**src/hdl/ceag_pkg.sv**
```systemverilog
// shared constants and types for the effective address generator
package ceag_pkg;

  localparam int          ADDR_W     = 16;
  localparam int          BYTE_W     = 8;

  // opcode high nibble groups
  localparam logic [3:0]  NIB_BTB    = 4'h0;
  localparam logic [3:0]  NIB_BSC    = 4'h1;
  localparam logic [3:0]  NIB_REL    = 4'h2;
  localparam logic [3:0]  NIB_DIR_RM = 4'h3;
  localparam logic [3:0]  NIB_INH_A  = 4'h4;
  localparam logic [3:0]  NIB_INH_X  = 4'h5;
  localparam logic [3:0]  NIB_IX1_RM = 4'h6;
  localparam logic [3:0]  NIB_IX_RM  = 4'h7;
  localparam logic [3:0]  NIB_CTL_0  = 4'h8;
  localparam logic [3:0]  NIB_CTL_1  = 4'h9;
  localparam logic [3:0]  NIB_IMM    = 4'hA;
  localparam logic [3:0]  NIB_DIR    = 4'hB;
  localparam logic [3:0]  NIB_EXT    = 4'hC;
  localparam logic [3:0]  NIB_IX2    = 4'hD;
  localparam logic [3:0]  NIB_IX1    = 4'hE;
  localparam logic [3:0]  NIB_IX     = 4'hF;

  // program counter steps
  localparam logic [15:0] PC_STEP_1  = 16'h0001;
  localparam logic [15:0] PC_STEP_2  = 16'h0002;
  localparam logic [15:0] PC_STEP_3  = 16'h0003;

  localparam logic [1:0]  LEN_ONE    = 2'h1;
  localparam logic [1:0]  LEN_TWO    = 2'h2;
  localparam logic [1:0]  LEN_THREE  = 2'h3;

  localparam logic [7:0]  PAGE_ZERO  = 8'h00;
  localparam logic [7:0]  BIT_ONE    = 8'h01;
  localparam logic [15:0] ADDR_ZERO  = 16'h0000;

  // branch span limits from the opcode address
  localparam int          REL_SPAN_LO = -126;
  localparam int          REL_SPAN_HI = 129;

  typedef enum logic [9:0] {
    inherent_mode            = 10'h001,
    immediate_mode           = 10'h002,
    direct_mode              = 10'h004,
    extended_mode            = 10'h008,
    indexed_mode             = 10'h010,
    indexed_byte_offset_mode = 10'h020,
    indexed_word_offset_mode = 10'h040,
    pc_relative_mode         = 10'h080,
    bit_modify_mode          = 10'h100,
    bit_test_branch_mode     = 10'h200
  } ceag_mode_e;

  typedef struct packed {
    logic [7:0]  opcode;
    logic [7:0]  oper1;
    logic [7:0]  oper2;
    logic [15:0] pc;
    logic [7:0]  index_x;
    logic        branch_cond;
  } ceag_req_s;

  typedef struct packed {
    logic [15:0] effective_address;
    logic [15:0] next_pc;
    logic [1:0]  instr_len;
    logic [7:0]  bit_mask;
    logic        bit_set;
  } ceag_res_s;

endpackage : ceag_pkg

```
**src/hdl/ceag_top.sv**
```systemverilog
// effective address and program counter advance for the cpu core
//
// Contract
// - inherent: operands from opcode only, one byte, pc advances one
// - immediate: address is pc plus one, pc advances two
// - direct: high byte zero, low byte from operand, pc advances two
// - extended: high from first operand, low from second, pc plus three
// - indexed no offset: high zero, low from index, pc plus one
// - byte offset: index plus operand, carry to high byte, pc plus two
// - word offset: index plus second byte, carry into first, pc plus 3
// - branch: pc plus two plus signed offset if taken, else pc plus two
// - branch targets span 126 below to 129 above opcode address
// - bit modify: bit from opcode, page-zero address, pc plus two
// - ten addressing modes; longest instruction is three bytes
module ceag_top
  import ceag_pkg::*;
(
  input  wire logic             clk,
  input  wire logic             rst,
  input  wire logic             in_valid,
  input  ceag_pkg::ceag_req_s   req,
  output logic                  out_valid,
  output ceag_pkg::ceag_mode_e  mode,
  output ceag_pkg::ceag_res_s   res
);
  import ceag_pkg::*;

  function automatic logic [15:0] add16(input logic [15:0] a,
                                        input logic [15:0] b);
    logic [16:0] s;
    s = {1'b0, a} + {1'b0, b};
    add16 = s[15:0];
  endfunction : add16

  function automatic logic [15:0] sext8(input logic [7:0] v);
    sext8 = {{8{v[7]}}, v};
  endfunction : sext8

  ceag_mode_e  mode_dec;
  ceag_res_s   res_next;
  logic        out_valid_reg;
  ceag_mode_e  mode_reg;
  ceag_res_s   res_reg;

  ceag_mode_decode u_decode (
    .opcode (req.opcode),
    .mode   (mode_dec)
  );

  wire logic [15:0] pc_p1;
  wire logic [15:0] pc_p2;
  wire logic [15:0] pc_p3;
  wire logic [15:0] rel_target;
  wire logic [15:0] btb_target;
  wire logic [8:0]  ix1_sum;
  wire logic [8:0]  ix2_lo;
  wire logic [7:0]  ix2_hi;
  wire logic [7:0]  bit_mask;

  assign pc_p1      = add16(req.pc, PC_STEP_1);
  assign pc_p2      = add16(req.pc, PC_STEP_2);
  assign pc_p3      = add16(req.pc, PC_STEP_3);
  assign rel_target = add16(pc_p2, sext8(req.oper1));
  assign btb_target = add16(pc_p3, sext8(req.oper2));
  assign ix1_sum    = {1'b0, req.index_x} + {1'b0, req.oper1};
  assign ix2_lo     = {1'b0, req.index_x} + {1'b0, req.oper2};
  assign ix2_hi     = req.oper1 + {7'h00, ix2_lo[8]};
  assign bit_mask   = BIT_ONE << req.opcode[3:1];

  // one branch per mode; longest form is three bytes
  always_comb begin
    res_next          = '0;
    res_next.bit_mask = bit_mask;
    res_next.bit_set  = ~req.opcode[0];
    case (mode_dec)
      inherent_mode: begin
        res_next.effective_address = ADDR_ZERO;
        res_next.next_pc           = pc_p1;
        res_next.instr_len         = LEN_ONE;
      end
      immediate_mode: begin
        res_next.effective_address = pc_p1;
        res_next.next_pc           = pc_p2;
        res_next.instr_len         = LEN_TWO;
      end
      direct_mode: begin
        res_next.effective_address = {PAGE_ZERO, req.oper1};
        res_next.next_pc           = pc_p2;
        res_next.instr_len         = LEN_TWO;
      end
      extended_mode: begin
        res_next.effective_address = {req.oper1, req.oper2};
        res_next.next_pc           = pc_p3;
        res_next.instr_len         = LEN_THREE;
      end
      indexed_mode: begin
        res_next.effective_address = {PAGE_ZERO, req.index_x};
        res_next.next_pc           = pc_p1;
        res_next.instr_len         = LEN_ONE;
      end
      indexed_byte_offset_mode: begin
        res_next.effective_address = {7'h00, ix1_sum};
        res_next.next_pc           = pc_p2;
        res_next.instr_len         = LEN_TWO;
      end
      indexed_word_offset_mode: begin
        res_next.effective_address = {ix2_hi, ix2_lo[7:0]};
        res_next.next_pc           = pc_p3;
        res_next.instr_len         = LEN_THREE;
      end
      pc_relative_mode: begin
        res_next.effective_address = req.branch_cond ? rel_target : pc_p2;
        res_next.next_pc           = req.branch_cond ? rel_target : pc_p2;
        res_next.instr_len         = LEN_TWO;
      end
      bit_modify_mode: begin
        res_next.effective_address = {PAGE_ZERO, req.oper1};
        res_next.next_pc           = pc_p2;
        res_next.instr_len         = LEN_TWO;
      end
      bit_test_branch_mode: begin
        res_next.effective_address = {PAGE_ZERO, req.oper1};
        res_next.next_pc           = req.branch_cond ? btb_target : pc_p3;
        res_next.instr_len         = LEN_THREE;
      end
      default: begin
        res_next.effective_address = ADDR_ZERO;
        res_next.next_pc           = pc_p1;
        res_next.instr_len         = LEN_ONE;
      end
    endcase
  end

  // results held until the next request
  always_ff @(posedge clk or posedge rst) begin
    if (rst) begin
      out_valid_reg <= 1'b0;
      mode_reg      <= inherent_mode;
      res_reg       <= '0;
    end else begin
      out_valid_reg <= in_valid;
      if (in_valid) begin
        mode_reg <= mode_dec;
        res_reg  <= res_next;
      end
    end
  end

  assign out_valid = out_valid_reg;
  assign mode      = mode_reg;
  assign res       = res_reg;
endmodule : ceag_top

```
**src/hdl/ceag_mode_decode.sv**
```systemverilog
// addressing mode decode from the opcode high nibble
module ceag_mode_decode
  import ceag_pkg::*;
(
  input  wire logic [7:0] opcode,
  output ceag_mode_e      mode
);

  wire logic [3:0] nib;
  wire logic       is_inh;
  wire logic       is_dir;
  wire logic       is_ix1;
  wire logic       is_ix;

  assign nib    = opcode[7:4];
  assign is_inh = (nib == NIB_INH_A) || (nib == NIB_INH_X) ||
                  (nib == NIB_CTL_0) || (nib == NIB_CTL_1);
  assign is_dir = (nib == NIB_DIR_RM) || (nib == NIB_DIR);
  assign is_ix1 = (nib == NIB_IX1_RM) || (nib == NIB_IX1);
  assign is_ix  = (nib == NIB_IX_RM)  || (nib == NIB_IX);

  assign mode = is_inh           ? inherent_mode            :
                (nib == NIB_IMM) ? immediate_mode           :
                is_dir           ? direct_mode              :
                (nib == NIB_EXT) ? extended_mode            :
                is_ix            ? indexed_mode             :
                is_ix1           ? indexed_byte_offset_mode :
                (nib == NIB_IX2) ? indexed_word_offset_mode :
                (nib == NIB_REL) ? pc_relative_mode         :
                (nib == NIB_BSC) ? bit_modify_mode          :
                                   bit_test_branch_mode;

endmodule : ceag_mode_decode

```
**config.mk**
```make
export PLATFORM = sky130hd
export DESIGN_NAME = ceag_top
export DESIGN_NICKNAME = d
export VERILOG_FILES = /design/src/hdl/ceag_pkg.sv /design/src/hdl/ceag_top.sv /design/src/hdl/ceag_mode_decode.sv
export SDC_FILE = /design/constraint.sdc
export NUM_CORES = 1
export LEC_CHECK = 0
export ABC_AREA = 1
export BUFFER_PORTS_ARGS = -buffer_cell sky130_fd_sc_hd__buf_2
export CAP_MARGIN = 20
export CORE_MARGIN = 8
export CORE_UTILIZATION = 53
export DETAILED_ROUTE_END_ITERATION = 8
export PLACE_DENSITY = 0.78
export SYNTH_ARGS = -nofsm -noshare
export SYNTH_HDL_FRONTEND = slang
export SYNTH_SLANG_ARGS = --single-unit
```
**constraint.sdc**
```tcl
create_clock -name clk -period 1.3 [get_ports clk]
set_input_delay 0.065 -clock clk [delete_from_list [all_inputs] [get_ports clk]]
set_output_delay 0.065 -clock clk [all_outputs]
set_load 0.02 [all_outputs]
```
==> results.cfg, run 1 <==
[sta]
worst_endpoint_kind = register data pin
crit_endpoint = res[42]$_DFFE_PP0P_/D

[synth]
yosysSeqAreaShare = 0.201
syn_inst = 1106
synth.distinct_cells = 52
synth_warnings = 0
syn_nets = 1216
synth_edf_count = 0
avgSynthCellArea_um2 = 6.09
synthArstFlopShare = 1.00
synth_area_mm2 = 0.00673
synth_seq_cells = 54
synthFlopType = dfrtp_1

[clock_network]
cts_buffers = 5
clock_sinks = 54
h-tree-depth = 2
root_buffer = clkbuf_16
clock_path_buffers = 2

[placed_design]
place_ws_ps = -1490
dp_cells = 1628
io_buffers = 105
dp_hpwl_um = 24700
gp_congestion = 1.03

[global_route]
grt.total_usage = 0.928
grt_max_degree = 63
overflow = 1380

[run_status]
status = did not finish
stop_stage = global routing (5_1_grt)
firstError = [ERROR GRT-0232] Routing congestion too high. Check the congestion heatmap in the GUI.

[floorplan]
rows = 41
start_util = 0.538
dieWidth_um = 129
ioPinCount = 106
die_h_um = 129
## per-layer routing
metal / GRT overflow / track usage
met2: 1076 / 1.26
met4: 289 / 1.06
met1: 10 / 0.820
met5: 1 / 0.321
met3: 4 / 0.655
## timing repair
action                                  CTS
gates resized for setup                 228
endpoints found under the setup margin   32
cloned                                    0
buffers inserted                         46
hold endpoints to repair                  9
pin swaps                               137
hold buffers                              2
## kinds of logic after synthesis
kind of cell / count (synthesis) / share of synthesized area
AO/OA/AOI/OAI: 190 / 0.163
XOR/XNOR: 33 / 0.0429
adder cells (fa/ha/maj): 58 / 0.112
buffers and inverters: 180 / 0.104
flip-flops: 54 / 0.201
AND/OR/NAND/NOR: 591 / 0.376
## cell usage after synthesis (2+ instances only)
master,number,area (um^2)
o221ai_1,3,26.3
ha_1,54,676
inv_1,150,563
a22oi_1,2,15.0
o211ai_1,20,150
fa_1,4,80.1
inv_2,4,15.0
nand2_2,4,25.0
o31ai_1,2,15.0
nor2_1,97,364
nor3_2,2,20.0
or2_2,10,62.6
buf_2,8,40.0
o21bai_1,4,30.0
o22ai_1,3,18.8
clkbuf_1,13,48.8
o21ai_0,73,365
nor2_2,5,31.3
nand3b_1,2,15.0
nand3_1,101,505
xor2_1,29,254
o21ai_1,4,20.0
nand4_1,14,87.6
buf_4,2,15.0
nor3_1,9,45.0
dfrtp_1,53,1330
a22o_1,2,17.5
a21oi_1,59,295
o311ai_0,2,17.5
xnor2_1,4,35.0
a21o_1,5,37.5
nor2_4,5,56.3
o2111ai_1,4,35.0
nand2_1,335,1260
## stage by stage
stage          TNS [ps]  utilization  cell area, um^2
2_1_floorplan    -20230            -             7100
3_3_place_gp     -36780        0.787             9850
3_5_place_dp     -37970        0.787             9850
4_1_cts          -22750        0.904            11300
==> inputs of run 2 (changes only) <==
--- a/config.mk
+++ b/config.mk
@@ -9,9 +9,9 @@
 export BUFFER_PORTS_ARGS = -buffer_cell sky130_fd_sc_hd__buf_2
 export CAP_MARGIN = 20
 export CORE_MARGIN = 8
-export CORE_UTILIZATION = 53
+export CORE_UTILIZATION = 40
 export DETAILED_ROUTE_END_ITERATION = 8
-export PLACE_DENSITY = 0.78
+export PLACE_DENSITY_LB_ADDON = 0.15
 export SYNTH_ARGS = -nofsm -noshare
 export SYNTH_HDL_FRONTEND = slang
 export SYNTH_SLANG_ARGS = --single-unit
==> constraint.sdc (replaced) <==
create_clock -name clk -period 1.7 [get_ports clk]
set_input_delay 0.085 -clock clk [delete_from_list [all_inputs] [get_ports clk]]
set_output_delay 0.085 -clock clk [all_outputs]
set_load 0.02 [all_outputs]
==> run 2 against run 1 <==
The flow now finishes, with violations (setup timing). Synthesized cell count unchanged. Synthesized area unchanged.
==> results.cfg, run 2 <==
[sta]
setup_violations = 28
slew_violations = 0
min_period_over_period = 1.38
setup_ws_ps = -654
tns_ps = -13380
skew_ps = 0
period_minus_slack_ps = 2350
rsz0062_at_grt = yes
tightest_slew_ps = 928
fmax_mhz = 425
relSlewSlack = 0.379
finalHoldViolCount = 0

[worst_setup_path]
r2r_slack_ps = 900
r2r_end = res[22]
end_kind = flop
r2r.worst_path.cells = 3
cp.required_ps = 1890
path_max_fanout = 4
crit_type = in2reg
startpoint_type = primary input
r2r-start = res[22]
worstPathArrival_ps = 2550

[finish]
final_common_cell = nand2_1
diodes = 0
num-nets-final = 1593
syn2layout_area_growth_pct = 71.5
regArea_mm2 = 0.00135
final_cell_mix = 273 x nand2_1, 261 x buf_4, 111 x inv_1, 99 x buf_2, 76 x nor2_1
multiInputGateArea_mm2 = 0.00624
fillerInstances = 1385
largest_register_ff_count = 43
layout-drive-gt1-share = 0.473

[run]
drv_cap = 0

[synth]
synth_seq_cells = 54
synth_edf_count = 0
netlist_top_cells_count = 335 x nand2_1, 150 x inv_1, 101 x nand3_1, 97 x nor2_1, 73 x o21ai_0
synth_area_mm2 = 0.00673
synthArstFlopShare = 1.00
yosys.area.top_type = dfrtp_1
syn_nets = 1216
yosysSeqAreaShare = 0.201
avgSynthCellArea_um2 = 6.09
synth.distinct_cells = 52
synth_most_common_cell = nand2_1
syn_inst = 1106
synth_warnings = 0
synth_top_area_share = 0.197
synthFlopType = dfrtp_1
synth_area_leaders = dfrtp_1 20%, nand2_1 19%, ha_1 10%, inv_1 8.4%, nand3_1 7.5%

[global_route]
grt_pass1_wl_um = 48700
grt_max_degree = 35
antenna_found_initial = 0
grt_pass1_vias = 8968
overflow = 0
grt.total_usage = 0.286

[clock_network]
root_buffer = clkbuf_16
clk_pin_slew_ps = 70
clock_path_buffers = 2
cts_tree = done
clk_latency_ps = 290
cts_buffers = 5
h-tree-depth = 2
clock_sinks = 54

[drt]
drc = 0
drtIter0Drc = 825
routed_wl_um = 31900
first_pass_iters = 5
final_antenna_net_count = 0
wl_per_cell_um = 18.7
vias_per_cell = 5.43
num_vias = 9256

[floorplan]
ioPinCount = 106
core_area_mm2 = 0.0165
die_h_um = 146
dieArea_mm2 = 0.0212
start_util = 0.407
dieWidth_um = 146
rows = 47

[pwr]
p_total_mw = 6.24
pwr-share-seq = 0.238
p_sw_mw = 2.57
cell_internal_pwr_mw = 3.67
p_per_area_mw_per_mm2 = 540
combPwrFrac = 0.571
swShare = 0.411
clkPwrFrac = 0.191
max-vdd-ir-drop_v = 0.000482
p_leak_nw = 5.94

[worst_hold_path]
worstHoldEndpoint = res[7]
holdCritStartpoint = req[43]
min_path_cells = 3
hold_path.class = in2reg

[run_status]
violations = setup timing
status = finished with violations

[placed_design]
place_ws_ps = -1180
io_buffers = 105
dp_hpwl_um = 24900
gp_congestion = 1.00
## run 2: power groups by stage
stage | Combinational (mW) | Sequential [mW] | Clock (mW)
floorplan | 1.35 | 1.67 | 0
global placement | 2.77 | 1.51 | 0
detailed placement | 2.79 | 1.51 | 0
CTS | 3.25 | 1.49 | 1.21
global route | 3.82 | 1.50 | 1.25
finish | 3.56 | 1.49 | 1.19
## run 2: worst max-delay path by stage
stage                     slack [ps]  startpoint       to  cells after the start
after floorplan                 -550     req[10]  res[26]                     21
after global placement         -1180     req[10]  res[26]                     24
after detailed placement       -1180     req[10]  res[22]                     22
after CTS                       -660     req[25]  res[42]                     22
after global routing            -810     req[10]  res[25]                     21
final                           -650     req[10]  res[25]                     21
## run 2: metrics by stage
step	cell area (um^2)	std cells	utilization	hold slack (ps)
floorplan	7100	1106	-	116
global placement	9600	1647	0.581	149
detailed placement	9600	1647	0.581	150
CTS	11000	1690	0.668	77.1
global route	11500	1704	0.699	96.3
finish	11500	1704	0.699	82.6
## run 2: worst max-delay path, stage by stage
cell        delay [ps]
buf_8               80
clkinvlp_4         150
ha_4               210
inv_4               60
nand2_4             70
nor2_4             150
nand2_2             90
xor2_2             200
inv_2              120
ha_4               320
nand2_4             50
inv_2               60
nand3_2             90
nor3_2             160
nand2_1            120
nand3_1            140
nand3_2            100
nand2_1            100
nand3_1             60
nand2_1             60
nand2_1             40
## run 2: cell type report
| cell class | count | share of cell area |
|---|---|---|
| Inverter | 155 | 0.0537 |
| Sequential cell | 54 | 0.117 |
| Tap cell | 220 | 0.0238 |
| Multi-Input combinational cell | 872 | 0.540 |
| Timing Repair Buffer | 395 | 0.250 |
| Clock inverter | 3 | 0.00412 |
| Clock buffer | 5 | 0.0108 |
## run 2: repair_timing
item                                   4_1_cts  5_1_grt
endpoints found under the hold margin       22        0
setup buffers                               37       21
hold buffers                                 2        0
setup endpoints to repair                   29       29
resized for setup                          222      113
gates cloned                                 0        0
pin swaps                                  152      120
## run 2: cell families (layout without fill, tap and decap cells)
logic type,after synthesis,after routing,synth area share
compound gates,190,190,0.163
fa+ha+maj,58,58,0.112
simple gates,591,591,0.376
xor+xnor,33,33,0.0429
buf+inv,180,558,0.104
flops,54,54,0.201
## run 2: routing by layer
layer,GRT usage,up-vias,share of wire
li1,-,4376,-
met1,0.361,4330,0.42
met2,0.475,456,0.47
met3,0.0395,94,0.070
met4,0.131,0,0.048
met5,0,-,0
(Power assumes the default switching activity.)
